`src/design/pos_ref_pkg.sv`:
```
// Constants, register map and mode types for the positional reference selector
package pos_ref_pkg;

   // Register byte offsets
   localparam logic [7:0] OFS_CTRL = 8'h00;
   localparam logic [7:0] OFS_FW_LEN = 8'h04;
   localparam logic [7:0] OFS_PPF = 8'h08;
   localparam logic [7:0] OFS_PRESET = 8'h0c;
   localparam logic [7:0] OFS_TRIM = 8'h10;
   localparam logic [7:0] OFS_STATUS = 8'h14;
   localparam logic [7:0] OFS_ADDR = 8'h18;

   // Control register fields
   localparam int CTRL_POS_LSB = 0;
   localparam int CTRL_CLK_LSB = 4;
   localparam int CTRL_RUN_BIT = 8;

   // Trim register fields (write-only strobes)
   localparam int TRIM_UP_BIT = 0;
   localparam int TRIM_DN_BIT = 1;

   // Status register fields
   localparam int ST_VALID_BIT = 0;
   localparam int ST_FREE_BIT = 1;
   localparam int ST_VITC_BIT = 2;
   localparam int ST_LOCK_BIT = 3;

   // Setting limits and reset values
   localparam logic [7:0] FW_MIN = 8'h04;
   localparam logic [7:0] FW_MAX = 8'h28;
   localparam logic [7:0] FW_RESET = 8'h0a;
   localparam logic [7:0] PPF_MIN = 8'h02;
   localparam logic [7:0] PPF_MAX = 8'hfe;
   localparam logic [7:0] PPF_RESET = 8'h04;

   // Positional reference modes
   typedef enum logic [2:0] {
      POS_LTC,
      POS_VITC,
      POS_AUTO,
      POS_PULSE,
      POS_GEN
   } pos_mode_e;

   // Clock references
   typedef enum logic [2:0] {
      CK_INTERNAL,
      CK_LTC,
      CK_VIDEO_REF,
      CK_VIDEO_IN,
      CK_PULSE
   } clk_ref_e;

   // Tracking states of the address engine
   typedef enum logic [2:0] {
      TRK_NOCODE,
      TRK_READ,
      TRK_FREE,
      TRK_GEN,
      TRK_PULSE
   } track_e;

endpackage

```
`src/design/freewheel_if.sv`:
```
// Signals between the address engine and the freewheel timer
`timescale 1ns/1ps
`default_nettype none
interface freewheel_if;
   logic code_ok;
   logic drop;
   logic tick;
   logic bypass;
   logic [5:0] length;
   logic active;

   modport ctrl (output code_ok, output drop, output tick, output bypass, output length,
                 input active);
   modport timer (input code_ok, input drop, input tick, input bypass, input length,
                  output active);
endinterface
`default_nettype wire

```
`src/design/freewheel_timer.sv`:
```
// Freewheel frame timer: limits how long the address runs on after code loss
`timescale 1ns/1ps
`default_nettype none
module freewheel_timer (
   input wire logic pclk,
   input wire logic presetn,
   freewheel_if.timer fw
);
   logic active_q;
   logic [5:0] count_q;

   assign fw.active = active_q;

   // Start on dropout, end on code return or when the length is used up
   always_ff @(posedge pclk or negedge presetn) begin
      if (!presetn) begin
         active_q <= 1'b0;
         count_q <= 6'h00;
      end else if (fw.code_ok || fw.bypass) begin
         active_q <= 1'b0;
         count_q <= 6'h00;
      end else if (fw.drop) begin
         active_q <= 1'b1;
         count_q <= 6'h00;
      end else if (active_q && fw.tick) begin
         count_q <= count_q + 6'h01;
         if (count_q + 6'h01 >= fw.length) begin
            active_q <= 1'b0;
         end
      end
   end
endmodule // freewheel_timer
`default_nettype wire

```
`src/design/positional_reference_selector.sv`:
```
// Positional reference selector with freewheel, auto switch and pulse position
// Overview of operation
// - On code dropout, keep producing addresses for at most the freewheel length.
// - Freewheel ends when code returns or the length in frames has elapsed.
// - Freewheel length is ignored in internal clock with generate mode.
// - Freewheel length setting is held between 4 and 40 frames.
// - LTC may be positional and clock reference at the same time.
// - Auto switch picks whichever of LTC and VITC gives better code.
// - Auto switch lights both source indicators and the minutes/seconds point.
// - Auto switch favours VITC when slow or parked, LTC at shuttle speed.
// - Pulse mode address comes from a start address and pulses per frame.
// - Video reference clock stays locked to burst even without picture.
// - Pulses per frame setting is held between 2 and 254.
// - In pulse mode each up trim adds a frame, a down trim removes one unless written with an up trim.
`timescale 1ns/1ps
`default_nettype none
module positional_reference_selector #(
   parameter int ADDR_W = 24
) (
   input wire logic pclk,
   input wire logic presetn,
   input wire logic psel,
   input wire logic penable,
   input wire logic pwrite,
   input wire logic [7:0] paddr,
   input wire logic [31:0] pwdata,
   output logic [31:0] prdata,
   output logic pready,
   output logic pslverr,
   input wire logic frame_tick,
   input wire logic ltc_valid,
   input wire logic [ADDR_W-1:0] ltc_addr,
   input wire logic vitc_valid,
   input wire logic [ADDR_W-1:0] vitc_addr,
   input wire logic shuttle_fast,
   input wire logic pulse_tick,
   input wire logic pulse_fwd,
   input wire logic pulse_present,
   input wire logic ref_burst_ok,
   input wire logic video_in_ok,
   output logic [ADDR_W-1:0] time_addr,
   output logic addr_valid,
   output logic freewheel,
   output logic ltc_led,
   output logic vitc_led,
   output logic mmss_dp,
   output logic clk_locked
);

   // Clamp a setting into its legal range
   function automatic logic [7:0] clamp8(input logic [7:0] v, input logic [7:0] lo,
                                         input logic [7:0] hi);
      if (v < lo) begin
         return lo;
      end else if (v > hi) begin
         return hi;
      end else begin
         return v;
      end
   endfunction

   pos_ref_pkg::pos_mode_e pos_mode_q;
   pos_ref_pkg::clk_ref_e clk_ref_q;
   pos_ref_pkg::track_e state_q;
   logic gen_run_q;
   logic [7:0] fw_len_q;
   logic [7:0] ppf_q;
   logic [ADDR_W-1:0] preset_q;
   logic [ADDR_W-1:0] addr_q;
   logic [7:0] pulse_cnt_q;
   logic use_vitc_q;
   logic valid_q;
   logic free_q;
   logic ltc_led_q;
   logic vitc_led_q;
   logic dp_q;
   logic locked_q;
   logic [31:0] prdata_q;
   logic pready_q;
   logic pslverr_q;
   logic setup;
   logic wr_en;
   logic mapped;
   logic sel_ok;
   logic [ADDR_W-1:0] sel_addr;
   logic trim_up;
   logic trim_dn;
   logic preset_wr;
   logic [31:0] status_w;

   freewheel_if fw ();

   freewheel_timer u_timer (
      .pclk(pclk),
      .presetn(presetn),
      .fw(fw)
   );

   // Bus decode: registered answer one cycle after setup
   assign setup = psel && !penable;
   assign wr_en = psel && penable && pwrite && pready_q;
   assign mapped = (paddr == pos_ref_pkg::OFS_CTRL) || (paddr == pos_ref_pkg::OFS_FW_LEN) ||
                   (paddr == pos_ref_pkg::OFS_PPF) || (paddr == pos_ref_pkg::OFS_PRESET) ||
                   (paddr == pos_ref_pkg::OFS_TRIM) || (paddr == pos_ref_pkg::OFS_STATUS) ||
                   (paddr == pos_ref_pkg::OFS_ADDR);
   assign trim_up = wr_en && (paddr == pos_ref_pkg::OFS_TRIM) && pwdata[pos_ref_pkg::TRIM_UP_BIT];
   assign trim_dn = wr_en && (paddr == pos_ref_pkg::OFS_TRIM) && pwdata[pos_ref_pkg::TRIM_DN_BIT];
   assign preset_wr = wr_en && (paddr == pos_ref_pkg::OFS_PRESET);

   // Status word
   always_comb begin
      status_w = 32'h0000_0000;
      status_w[pos_ref_pkg::ST_VALID_BIT] = valid_q;
      status_w[pos_ref_pkg::ST_FREE_BIT] = free_q;
      status_w[pos_ref_pkg::ST_VITC_BIT] = use_vitc_q;
      status_w[pos_ref_pkg::ST_LOCK_BIT] = locked_q;
   end

   // Handshake and read data
   always_ff @(posedge pclk or negedge presetn) begin
      if (!presetn) begin
         pready_q <= 1'b0;
         pslverr_q <= 1'b0;
         prdata_q <= 32'h0000_0000;
      end else begin
         pready_q <= setup;
         pslverr_q <= setup && !mapped;
         if (setup && !pwrite) begin
            case (paddr)
               pos_ref_pkg::OFS_CTRL: prdata_q <= {23'h000000, gen_run_q, 1'b0,
                                                   3'(clk_ref_q), 1'b0, 3'(pos_mode_q)};
               pos_ref_pkg::OFS_FW_LEN: prdata_q <= {24'h000000, fw_len_q};
               pos_ref_pkg::OFS_PPF: prdata_q <= {24'h000000, ppf_q};
               pos_ref_pkg::OFS_PRESET: prdata_q <= 32'(preset_q);
               pos_ref_pkg::OFS_STATUS: prdata_q <= status_w;
               pos_ref_pkg::OFS_ADDR: prdata_q <= 32'(addr_q);
               default: prdata_q <= 32'h0000_0000;
            endcase
         end
      end
   end

   // Settings written by software; out-of-range codes keep the old mode
   always_ff @(posedge pclk or negedge presetn) begin
      if (!presetn) begin
         pos_mode_q <= pos_ref_pkg::POS_LTC;
         clk_ref_q <= pos_ref_pkg::CK_INTERNAL;
         gen_run_q <= 1'b0;
         fw_len_q <= pos_ref_pkg::FW_RESET;
         ppf_q <= pos_ref_pkg::PPF_RESET;
         preset_q <= '0;
      end else if (wr_en) begin
         case (paddr)
            pos_ref_pkg::OFS_CTRL: begin
               if (pwdata[pos_ref_pkg::CTRL_POS_LSB +: 3] <= 3'(pos_ref_pkg::POS_GEN)) begin
                  pos_mode_q <= pos_ref_pkg::pos_mode_e'(pwdata[pos_ref_pkg::CTRL_POS_LSB +: 3]);
               end
               if (pwdata[pos_ref_pkg::CTRL_CLK_LSB +: 3] <= 3'(pos_ref_pkg::CK_PULSE)) begin
                  clk_ref_q <= pos_ref_pkg::clk_ref_e'(pwdata[pos_ref_pkg::CTRL_CLK_LSB +: 3]);
               end
               gen_run_q <= pwdata[pos_ref_pkg::CTRL_RUN_BIT];
            end
            pos_ref_pkg::OFS_FW_LEN: fw_len_q <= clamp8(pwdata[7:0], pos_ref_pkg::FW_MIN,
                                                        pos_ref_pkg::FW_MAX);
            pos_ref_pkg::OFS_PPF: ppf_q <= clamp8(pwdata[7:0], pos_ref_pkg::PPF_MIN,
                                                  pos_ref_pkg::PPF_MAX);
            pos_ref_pkg::OFS_PRESET: preset_q <= pwdata[ADDR_W-1:0];
            default: preset_q <= preset_q;
         endcase
      end
   end

   // Auto switch source choice
   always_ff @(posedge pclk or negedge presetn) begin
      if (!presetn) begin
         use_vitc_q <= 1'b0;
      end else if (shuttle_fast) begin
         if (ltc_valid) begin
            use_vitc_q <= 1'b0;
         end
      end else if (vitc_valid) begin
         use_vitc_q <= 1'b1;
      end else if (ltc_valid) begin
         use_vitc_q <= 1'b0;
      end
   end

   // Selected incoming code
   always_comb begin
      case (pos_mode_q)
         pos_ref_pkg::POS_LTC: begin
            sel_ok = ltc_valid;
            sel_addr = ltc_addr;
         end
         pos_ref_pkg::POS_VITC: begin
            sel_ok = vitc_valid;
            sel_addr = vitc_addr;
         end
         pos_ref_pkg::POS_AUTO: begin
            sel_ok = use_vitc_q ? vitc_valid : ltc_valid;
            sel_addr = use_vitc_q ? vitc_addr : ltc_addr;
         end
         default: begin
            sel_ok = 1'b0;
            sel_addr = '0;
         end
      endcase
   end

   // Freewheel timer hookup
   assign fw.code_ok = sel_ok;
   assign fw.drop = (state_q == pos_ref_pkg::TRK_READ) && !sel_ok;
   assign fw.tick = frame_tick;
   assign fw.bypass = (pos_mode_q == pos_ref_pkg::POS_GEN) &&
                      (clk_ref_q == pos_ref_pkg::CK_INTERNAL);
   assign fw.length = fw_len_q[5:0];

   // Tracking state
   always_ff @(posedge pclk or negedge presetn) begin
      if (!presetn) begin
         state_q <= pos_ref_pkg::TRK_NOCODE;
      end else if (pos_mode_q == pos_ref_pkg::POS_GEN) begin
         state_q <= pos_ref_pkg::TRK_GEN;
      end else if (pos_mode_q == pos_ref_pkg::POS_PULSE) begin
         state_q <= pos_ref_pkg::TRK_PULSE;
      end else begin
         case (state_q)
            pos_ref_pkg::TRK_READ: begin
               if (!sel_ok) begin
                  state_q <= pos_ref_pkg::TRK_FREE;
               end
            end
            pos_ref_pkg::TRK_FREE: begin
               if (sel_ok) begin
                  state_q <= pos_ref_pkg::TRK_READ;
               end else if (!fw.active) begin
                  state_q <= pos_ref_pkg::TRK_NOCODE;
               end
            end
            default: begin
               state_q <= sel_ok ? pos_ref_pkg::TRK_READ : pos_ref_pkg::TRK_NOCODE;
            end
         endcase
      end
   end

   // Time address engine
   always_ff @(posedge pclk or negedge presetn) begin
      if (!presetn) begin
         addr_q <= '0;
         pulse_cnt_q <= 8'h00;
      end else if (preset_wr) begin
         addr_q <= pwdata[ADDR_W-1:0];
         pulse_cnt_q <= 8'h00;
      end else begin
         case (state_q)
            pos_ref_pkg::TRK_READ: addr_q <= sel_ok ? sel_addr : addr_q; // Hold last on loss
            pos_ref_pkg::TRK_FREE: begin
               if (frame_tick && fw.active) begin
                  addr_q <= addr_q + 1'b1;
               end
            end
            pos_ref_pkg::TRK_GEN: begin
               if (frame_tick && gen_run_q) begin
                  addr_q <= addr_q + 1'b1;
               end
            end
            pos_ref_pkg::TRK_PULSE: begin
               if (trim_up) begin
                  addr_q <= addr_q + 1'b1;
               end else if (trim_dn) begin
                  addr_q <= addr_q - 1'b1;
               end else if (pulse_tick && pulse_fwd) begin
                  if (pulse_cnt_q + 8'h01 >= ppf_q) begin
                     pulse_cnt_q <= 8'h00;
                     addr_q <= addr_q + 1'b1;
                  end else begin
                     pulse_cnt_q <= pulse_cnt_q + 8'h01;
                  end
               end else if (pulse_tick) begin
                  if (pulse_cnt_q == 8'h00) begin
                     pulse_cnt_q <= ppf_q - 8'h01;
                     addr_q <= addr_q - 1'b1;
                  end else begin
                     pulse_cnt_q <= pulse_cnt_q - 8'h01;
                  end
               end
            end
            default: addr_q <= addr_q;
         endcase
      end
   end

   // Indicators, validity and clock lock
   always_ff @(posedge pclk or negedge presetn) begin
      if (!presetn) begin
         valid_q <= 1'b0;
         free_q <= 1'b0;
         ltc_led_q <= 1'b0;
         vitc_led_q <= 1'b0;
         dp_q <= 1'b0;
         locked_q <= 1'b0;
      end else begin
         valid_q <= (state_q == pos_ref_pkg::TRK_READ) || (state_q == pos_ref_pkg::TRK_GEN) ||
                    (state_q == pos_ref_pkg::TRK_PULSE) ||
                    ((state_q == pos_ref_pkg::TRK_FREE) && fw.active);
         free_q <= (state_q == pos_ref_pkg::TRK_FREE) && fw.active;
         ltc_led_q <= (pos_mode_q == pos_ref_pkg::POS_LTC) ||
                      (pos_mode_q == pos_ref_pkg::POS_AUTO);
         vitc_led_q <= (pos_mode_q == pos_ref_pkg::POS_VITC) ||
                       (pos_mode_q == pos_ref_pkg::POS_AUTO);
         dp_q <= pos_mode_q == pos_ref_pkg::POS_AUTO;
         case (clk_ref_q)
            pos_ref_pkg::CK_INTERNAL: locked_q <= 1'b1;
            pos_ref_pkg::CK_LTC: locked_q <= ltc_valid;
            pos_ref_pkg::CK_VIDEO_REF: locked_q <= ref_burst_ok;
            pos_ref_pkg::CK_VIDEO_IN: locked_q <= video_in_ok;
            pos_ref_pkg::CK_PULSE: locked_q <= pulse_present;
            default: locked_q <= 1'b0;
         endcase
      end
   end

   assign prdata = prdata_q;
   assign pready = pready_q;
   assign pslverr = pslverr_q;
   assign time_addr = addr_q;
   assign addr_valid = valid_q;
   assign freewheel = free_q;
   assign ltc_led = ltc_led_q;
   assign vitc_led = vitc_led_q;
   assign mmss_dp = dp_q;
   assign clk_locked = locked_q;

endmodule // positional_reference_selector
`default_nettype wire

```
`config.mk`:
```
export PLATFORM = sky130hd
export DESIGN_NAME = positional_reference_selector
export DESIGN_NICKNAME = d
export VERILOG_FILES = /design/src/design/pos_ref_pkg.sv /design/src/design/freewheel_if.sv /design/src/design/freewheel_timer.sv /design/src/design/positional_reference_selector.sv
export SDC_FILE = /design/constraint.sdc
export NUM_CORES = 1
export LEC_CHECK = 0
export ABC_AREA = 1
export BUFFER_PORTS_ARGS = -buffer_cell sky130_fd_sc_hd__buf_2
export CAP_MARGIN = 0
export CELL_PAD_IN_SITES_DETAIL_PLACEMENT = 2
export CELL_PAD_IN_SITES_GLOBAL_PLACEMENT = 2
export CORE_UTILIZATION = 31
export CTS_BUF_LIST = sky130_fd_sc_hd__clkbuf_8
export DETAILED_ROUTE_END_ITERATION = 10
export PLACE_DENSITY = 0.83
export RECOVER_POWER = 50
export SYNTH_ARGS = -nofsm -noshare
export SYNTH_HDL_FRONTEND = slang
export SYNTH_SLANG_ARGS = --single-unit
```
`constraint.sdc`:
```
create_clock -name pclk -period 3.1 [get_ports pclk]
set_clock_uncertainty 0.1 [all_clocks]
set_input_delay 0.465 -clock pclk [delete_from_list [all_inputs] [get_ports pclk]]
set_output_delay 0.465 -clock pclk [all_outputs]
set_load 0.02 [all_outputs]
```
==> summary.md, run 1 <==
| Metric | Value |
|---|---|
| Fillers | `3566` |
| CTS tree | `done` |
| Status | `finished, violations left` |
| Final nets | `1628` |
| DRT antenna net count | `0` |
| Worst path slowest cell | `dfrtp_1` |
| Failing checks | `max-capacitance violations, max-slew violations` |
| Core Box Area | `28100 um2` |
| Worst-Margin Slew | `1.54 ns` |
| Initial antenna violation count | `0` |
| Reg area | `3060 um2` |
| WP buf/inv | `4` |
| Initial Util | `31.9%` |
| Vias | `9807` |
| Largest net degree at the start of global routing | `57` |
| Count of different cell masters after synthesis | `53` |
| Clock slew at reported path FFs | `0.10 ns` |
| Crit Path Max Fanout | `6` |
| Vias in the first global route | `10800` |
| Total power | `4.40 mW` |
| Max-cap violations | `1` |
| Yosys reg bits | `122` |
| Crit path cell chain | `inv_1 > nor3_1 > buf_4 > nand3_1 > xor2_1 > inv_2 > ha_1 > a21oi_1 > o21a_1 > nand3_2 > nor2_2 > nand2_2 > nand2_8 > buf_4 > a21oi_1 > a21oi_1` |
| Total CTS buffers | `17` |
| Final setup viols | `0` |
| Leak pwr | `5.55 nW` |
| Die ar. | `29500 um2` |
| Post-synth EDFFs | `0` |
| Seq/Total Area, Yosys | `34.2%` |
| Clock latency at the later pin of the worst-skew pair | `0.49 ns` |
| Via density | `5.17` |
| Root buffer cell | `clkbuf_8` |
| Max IR drop VDD | `0.000317 V` |
| Setup TNS | `0 ns` |
| PortBufs | `149` |
| Fin. Hold Viols | `0` |
| Final Routed Wirelength | `38100 um` |
| Rel. slew slack | `-2.89%` |
| CTS Buffer Depth | `2` |
| Pwr/cell area | `419 nW/um2` |
| Startpoint types | `flop` |
| Final Cycle Share | `92.8%` |
| R2R Setup Slk | `0.22 ns` |
| Total clock sinks | `122` |
| Worst setup path class | `reg2reg` |
| DIE WIDTH | `172 um` |
| Share of cells above drive strength 1 | `15.5%` |
| Wire length per cell | `20.1 um` |
| Total track usage | `26.6%` |
| First-pass GRT wire length | `59600 um` |
| WP data required | `3.40 ns` |
| Htree depth | `4` |
| CP delay by family, top | `simple AND/OR/NAND/NOR gates` |
| Area occupied by multi-input gates | `4840 um2` |
| Gr ovfl total | `0` |
| Instance count of the mapped netlist | `1359` |
| Max incr delay on CP | `0.41 ns` |
| Arr. time, crit path | `3.17 ns` |
| Slew Limit Fails | `57` |
| Top_reg_cell synth | `dfrtp_1` |
| Yosys warns | `0` |
| Worst Setup End Kind | `flop` |
| Fmax | `0.348 GHz` |
| Hold Path Class | `in2reg` |
| Crit path time final | `2.88 ns` |
| DRC Markers | `0` |
| Cell area after synthesis | `8950 um2` |
| FP Rows | `61` |
| RSZ-0062 raised after global routing | `no` |
| Antenna diodes | `0` |
| Synth-to-layout area growth | `17.3%` |
| Post-synth ARST share | `100%` |
| Dpl hpwl | `29600 um` |
| GP Congestion | `0.870` |
| 1st-iter DRT viols | `468` |
| CP dominant cell by count | `a21oi_1` |
| I/O pin cnt | `166` |
| Die H | `172 um` |
| Pre-antenna DRT Iters | `5` |
| Avg Cell Area, Syn | `6.58 um2` |
[where the power goes]
group,switching (mW),internal [mW]
Sequential,0.168,1.66
Clock,0.828,0.745
Combinational,0.694,0.305
Total,1.69,2.71
[stage by stage]
stage / worst slack (ns) / cell area, um2 / util, % / std cells / hold WS, ns
2_1_floorplan: 0.426 / 8970 / - / 1366 / 0.0694
3_3_place_gp: 0.272 / 10100 / 36.0 / 1863 / 0.361
3_5_place_dp: 0.141 / 10100 / 36.0 / 1863 / 0.375
4_1_cts: 0.0748 / 10500 / 37.5 / 1896 / 0.0259
5_1_grt: 0.0192 / 10500 / 37.4 / 1897 / 0.0273
6_report: 0.222 / 10500 / 37.4 / 1897 / 0.0425
[cell usage in the layout, fill, tap and decap left out, types with 3 or more instances in the layout]
cell type,Yosys,final
o21ai_2,3,3
nand3_2,2,3
xnor2_1,3,3
inv_6,0,6
nor2_2,9,9
clkbuf_1,15,23
a22oi_1,7,7
xor2_1,26,26
buf_4,14,22
nand4_1,15,15
nand2_1,437,437
nor2_1,105,106
a211oi_1,5,5
dfstp_2,3,3
nand3b_1,3,3
clkbuf_8,0,17
nor4_1,3,3
inv_1,185,187
o22ai_1,34,34
o21ai_0,92,92
conb_1,1,8
o21ai_1,28,28
ha_1,20,20
nor2_4,5,4
a21oi_1,34,34
inv_2,15,13
o211ai_1,5,5
buf_2,23,127
nand3_1,94,93
dfrtp_1,119,119
clkinvlp_4,0,3
nand2_2,3,3
inv_8,0,3
nor3_1,19,19
[worst register-to-register path: stages, from the launching register on]
cell and delay (ns):
dfrtp_1 0.41, inv_1 0.09, nor3_1 0.18, buf_4 0.16, nand3_1 0.08, xor2_1 0.17, inv_2 0.06, ha_1 0.29
a21oi_1 0.16, o21a_1 0.15, nand3_2 0.11, nor2_2 0.17, nand2_2 0.11, nand2_8 0.10, buf_4 0.17, a21oi_1 0.08
a21oi_1 0.21
[repair_timing]
item / CTS / global route
gates resized for setup: 0 / 7
hold buffers: 1 / 0
setup endpoints to repair: 0 / 24
endpoints found under the hold margin: 22 / 0
buffers inserted: 0 / 1
[cells in the mapped netlist, types with 19 or more instances]
master | number | area share, %
xor2_1 | 26 | 2.5
nor2_1 | 105 | 4.4
dfrtp_1 | 119 | 33
nand3_1 | 94 | 5.3
nor3_1 | 19 | 1.1
o21ai_0 | 92 | 5.1
o21ai_1 | 28 | 1.6
nand2_1 | 437 | 18
ha_1 | 20 | 2.8
buf_2 | 23 | 1.3
a21oi_1 | 34 | 1.9
o22ai_1 | 34 | 2.4
inv_1 | 185 | 7.8
[flip-flops by register name, summed over array words and instances (netlist names)]
signal,cells
gen_run_q,1
freewheel,1
preset_q,24
pulse_cnt_q,8
prdata,24
ppf_q,8
fw_len_q,8
mmss_dp,1
addr_valid,1
u_timer.fw.active,1
pos_mode_q,3
clk_ref_q,3
time_addr,24
pslverr,1
use_vitc_q,1
state_q,3
ltc_led,1
u_timer.count_q,6
clk_locked,1
vitc_led,1
pready,1
[final cells by class]
| class | count | share of cell area (%) |
|---|---|---|
| Multi-Input combinational cell | 987 | 46.2 |
| Sequential cell | 122 | 29.1 |
| Timing Repair Buffer | 177 | 8.97 |
| Inverter | 201 | 7.31 |
| Tap cell | 378 | 4.51 |
| Clock buffer | 17 | 2.23 |
| Clock inverter | 15 | 1.69 |
[layer usage]
metal / track usage (%) / wire length (um) / vias up
met4: 7.31 / 612 / 0
met1: 33.7 / 17200 / 4942
met5: 0 / 0 / -
met3: 3.98 / 1680 / 40
met2: 46.7 / 18700 / 209
li1: - / - / 4616
[final timing paths]
path | startpoint | depth (start not counted) | end
worst max register to register | pulse_cnt_q[1]$_DFFE_PN0P_ | 16 | time_addr[19]$_DFFE_PN0P_
min in group asynchronous | presetn | 2 | vitc_led$_DFF_PN0_
worst max-delay path | pulse_cnt_q[1]$_DFFE_PN0P_ | 16 | time_addr[19]$_DFFE_PN0P_
max in group asynchronous | presetn | 3 | time_addr[21]$_DFFE_PN0P_
worst min register to register | prdata[21]$_DFFE_PN0P_ | 2 | prdata[21]$_DFFE_PN0P_
worst min-delay path | penable | 2 | pready$_DFF_PN0_
[cells by family after synthesis]
family          share of synthesized area, %
compound gates                          14.1
xor+xnor                                2.84
fa+ha+maj                               2.80
buf+inv                                 12.0
flops                                   34.2
other cells                           0.0419
simple gates                            34.1
Note: power is estimated with default switching activity, not from simulation.
==> run 2, diff against run 1 <==
--- a/config.mk
+++ b/config.mk
@@ -5,15 +5,15 @@
 export SDC_FILE = /design/constraint.sdc
 export NUM_CORES = 1
 export LEC_CHECK = 0
-export ABC_AREA = 1
+export ABC_AREA = 0
 export BUFFER_PORTS_ARGS = -buffer_cell sky130_fd_sc_hd__buf_2
-export CAP_MARGIN = 0
 export CELL_PAD_IN_SITES_DETAIL_PLACEMENT = 2
 export CELL_PAD_IN_SITES_GLOBAL_PLACEMENT = 2
-export CORE_UTILIZATION = 31
+export CORE_MARGIN = 2
+export CORE_UTILIZATION = 34
 export CTS_BUF_LIST = sky130_fd_sc_hd__clkbuf_8
 export DETAILED_ROUTE_END_ITERATION = 10
-export PLACE_DENSITY = 0.83
+export PLACE_DENSITY = 0.84
 export RECOVER_POWER = 50
 export SYNTH_ARGS = -nofsm -noshare
 export SYNTH_HDL_FRONTEND = slang
==> summary.md, run 2 <==
| Metric | Value |
|---|---|
| GR Layer Usage met3 | `5.71% (was 3.98%)` |
| Synth top area share | `35.8% (was 33.3%)` |
| RSZ-0062 raised after global routing | `yes (was no)` |
| Gr ovfl total | `0 (unchanged)` |
| DIE WIDTH | `160 um (was 172 um)` |
| Total power | `4.50 mW (was 4.40 mW)` |
| Most frequent cells in the layout | `nand2_1, buf_2, dfrtp_1 (was nand2_1, inv_1, buf_2)` |
| Worst-Margin Slew | `1.43 ns (was 1.54 ns)` |
| Placed Area | `9700 um2 (was 10100 um2)` |
| Instance count of the mapped netlist | `1008 (was 1359)` |
| Max IR drop VDD | `0.000216 V (was 0.000317 V)` |
| Status | `finished, violations left (unchanged)` |
| Count of different cell masters after synthesis | `76 (was 53)` |
| Die H | `160 um (was 172 um)` |
| PortBufs | `149 (unchanged)` |
| Rel. slew slack | `4.71% (was -2.89%)` |
| DRT antenna net count | `0 (unchanged)` |
| CTS tree | `done (unchanged)` |
| Wire length per cell | `27.8 um (was 20.1 um)` |
| Antenna diodes | `0 (unchanged)` |
| Via density | `6.24 (was 5.17)` |
| Htree depth | `4 (unchanged)` |
| Reg area | `3060 um2 (about the same)` |
| Cell taking the most area after synthesis | `dfrtp_1 (unchanged)` |
| Post-synth EDFFs | `0 (unchanged)` |
| Pwr/cell area | `430 nW/um2 (was 419 nW/um2)` |
| Met1 usage | `36.4% (was 33.7%)` |
| Root buffer cell | `clkbuf_8 (unchanged)` |
| Crit Path Max Fanout | `6 (unchanged)` |
| Post-synth top cells | `nand2_1, dfrtp_1, o21ai_0, clkbuf_1, nor2_1 (was nand2_1, inv_1, dfrtp_1, nor2_1, nand3_1)` |
| Hold-critical path endpoint | `use_vitc_q$_DFF_PN0_ (was pready$_DFF_PN0_)` |
| Final Routed Wirelength | `42200 um (was 38100 um)` |
| Placed Cells incl. Taps | `1469 (was 1863)` |
| GP Congestion | `0.879 (was 0.870)` |
| Cell depth of the worst flop-to-flop path | `14 (was 16)` |
| 1st-iter DRT viols | `906 (was 468)` |
| Crit path time final | `3.23 ns (was 2.88 ns)` |
| Hold Path Class | `in2reg (unchanged)` |
| I/O pin cnt | `166 (unchanged)` |
| Seq/Total Area, Yosys | `36.8% (was 34.2%)` |
| Max incr delay on CP | `0.48 ns (was 0.41 ns)` |
| Yosys reg bits | `122 (unchanged)` |
| Worst Setup End Kind | `flop (unchanged)` |
| Final Cycle Share | `104% (was 92.8%)` |
| Worst path slowest cell | `dfrtp_2 (was dfrtp_1)` |
| Final setup viols | `19 (was 0)` |
| Avg Cell Area, Syn | `8.25 um2 (was 6.58 um2)` |
| Fin cells | `1516 (was 1897)` |
| Reg2Reg Capture Point | `time_addr[15]$_DFFE_PN0P_ (was time_addr[19]$_DFFE_PN0P_)` |
| Share of cells above drive strength 1 | `26.4% (was 15.5%)` |
| Leak pwr | `4.70 nW (was 5.55 nW)` |
| Leading cell type in the layout, fill and taps excluded | `nand2_1 (unchanged)` |
| Crit path cell chain | `nand3_4 > nor2_4 > buf_6 > xnor2_1 > ha_1 > nand2_1 > a211o_1 > o211ai_1 > buf_4 > o211a_4 > buf_12 > buf_6 > nand2_4 > o211ai_1 (was inv_1 > nor3_1 > buf_4 > nand3_1 > xor2_1 > inv_2 > ha_1 > a21oi_1 > o21a_1 > nand3_2 > nor2_2 > nand2_2 > nand2_8 > buf_4 > a21oi_1 > a21oi_1)` |
| Die ar. | `25700 um2 (was 29500 um2)` |
| Non-Filler Cell Area, Final | `10500 um2 (about the same)` |
| Startpoint types | `flop (unchanged)` |
| Vias in the first global route | `10100 (was 10800)` |
| CTS Buffer Depth | `2 (unchanged)` |
| Count leader, synth | `nand2_1 (unchanged)` |
| Fin. Hold Viols | `0 (unchanged)` |
| Fmax | `0.310 GHz (was 0.348 GHz)` |
| Fillers | `2695 (was 3566)` |
| Slack of the critical path | `-0.130 ns (was 0.222 ns)` |
| RR Startpoint | `pulse_cnt_q[1]$_DFFE_PN0P_ (unchanged)` |
| CP delay by family, top | `compound AO/OA/AOI/OAI gates (was simple AND/OR/NAND/NOR gates)` |
| Slew Limit Fails | `0 (was 57)` |
| Top cells by area, synth | `dfrtp_1, nand2_1, o21ai_0 (was dfrtp_1, nand2_1, inv_1)` |
| Largest net degree at the start of global routing | `52 (was 57)` |
| Hold Crit Depth | `2 (unchanged)` |
| WP buf/inv | `4 (unchanged)` |
| Pre-antenna DRT Iters | `8 (was 5)` |
| Core Box Area | `24200 um2 (was 28100 um2)` |
| Worst setup path class | `reg2reg (unchanged)` |
| FP Rows | `57 (was 61)` |
| First-pass GRT wire length | `59900 um (was 59600 um)` |
| Area occupied by multi-input gates | `5040 um2 (was 4840 um2)` |
| R2R Setup Slk | `-0.13 ns (was 0.22 ns)` |
| Arr. time, crit path | `3.51 ns (was 3.17 ns)` |
| WP data required | `3.38 ns (was 3.40 ns)` |
| Yosys warns | `0 (unchanged)` |
| Final nets | `1301 (was 1628)` |
| Vias | `9458 (was 9807)` |
| Clock slew at reported path FFs | `0.09 ns (was 0.10 ns)` |
| Top_reg_cell synth | `dfrtp_1 (unchanged)` |
| Initial antenna violation count | `1 (was 0)` |
| Failing checks | `negative setup slack (was max-capacitance violations, max-slew violations)` |
| Total CTS buffers | `17 (unchanged)` |
| Post-synth ARST share | `100% (unchanged)` |
| DRC Markers | `0 (unchanged)` |
| Max-cap violations | `0 (was 1)` |
| Dpl hpwl | `26400 um (was 29600 um)` |
| Cell area after synthesis | `8320 um2 (was 8950 um2)` |
| Total track usage | `30.4% (was 26.6%)` |
| Synth-to-layout area growth | `25.7% (was 17.3%)` |
| Clock latency at the later pin of the worst-skew pair | `0.50 ns (was 0.49 ns)` |
| Initial Util | `34.4% (was 31.9%)` |
| Total clock sinks | `122 (unchanged)` |
| Beginning of the worst hold path | `shuttle_fast (was penable)` |
| GRT Max-Usage Layer | `met2 (unchanged)` |
| GR Layer Usage met2 | `51.9% (was 46.7%)` |
## run 2: cell count changes after synthesis, sizes merged, moves of 17 or more
cell    change
nand2     -280
o21ai      -42
a21oi      +17
a22oi      +40
inv       -175
o22ai      -22
clkbuf     +55
mux2i      +18
nand3      -63
xnor2      +26
nor2       -56
buf        -21
## run 2: final cells by class
| type | instances | share of cell area (%) |
|---|---|---|
| timing repair buffer | 235 | 14.0 |
| multi-input combinational | 777 | 48.2 |
| sequential | 122 | 29.3 |
| tap | 324 | 3.88 |
| clock inverter | 14 | 1.28 |
| inverter | 26 | 0.933 |
| clock buffer | 18 | 2.37 |
## run 2: per-stage QoR
step	worst slack, ns	hold WS, ns	utilization (%)	TNS (ns)
2_1_floorplan	0.150	0.0694	-	0
3_3_place_gp	0.0847	0.262	40.1	0
3_5_place_dp	-0.0958	0.264	40.1	-0.216
4_1_cts	0.0260	0.0294	42.3	0
5_1_grt	-0.211	0.0536	43.2	-3.10
6_report	-0.130	0.0358	43.2	-1.13
## run 2: how the worst max path moves through the flow
stage	endpoint	start	cells past startpoint	slack (ns)
6_report	time_addr[15]$_DFFE_PN0P_	pulse_cnt_q[1]$_DFFE_PN0P_	14	-0.13
5_1_grt	time_addr[15]$_DFFE_PN0P_	pulse_cnt_q[1]$_DFFE_PN0P_	14	-0.21
4_1_cts	time_addr[23]$_DFFE_PN0P_	pulse_cnt_q[1]$_DFFE_PN0P_	13	0.03
3_5_place_dp	time_addr[5]$_DFFE_PN0P_	pulse_cnt_q[1]$_DFFE_PN0P_	13	-0.1
3_3_place_gp	time_addr[3]$_DFFE_PN0P_	paddr[3]	9	0.08
2_1_floorplan	time_addr[10]$_DFFE_PN0P_	pulse_cnt_q[4]$_DFFE_PN0P_	13	0.15
## run 2: repair_timing
action                                 in CTS  in global routing
cloned                                      0                  2
pin swaps                                   2                 28
hold buffers                                1                  0
gates resized for setup                    14                 51
buffers inserted                            5                  7
endpoints found under the hold margin      12                  0
setup endpoints to repair                  20                 26
## run 2: cells by family after synthesis
kind of cell | after synthesis | synth area share [%]
AOI/OAI and AO/OA | 289 | 23.4
xor gates and xnor gates | 51 | 5.37
adders and majority gates | 20 | 3.01
buffers and inverters | 116 | 5.87
DFF | 122 | 36.8
muxes | 27 | 3.52
other | 1 | 0.0451
and+or+nand+nor | 382 | 22.0
## run 2: power breakdown
group	switching (mW)	leakage [nW]	internal, mW
Sequential	0.171	1.58	1.66
Clock	0.806	0.200	0.724
Combinational	0.727	2.92	0.408
Total	1.70	4.70	2.80
## run 2: metal layers
layer | share of wire, % | vias to the layer above
met1 | 39 | 4833
met4 | 5.1 | 0
met5 | 0 | -
met2 | 49 | 493
met3 | 6.7 | 154
li1 | - | 3978
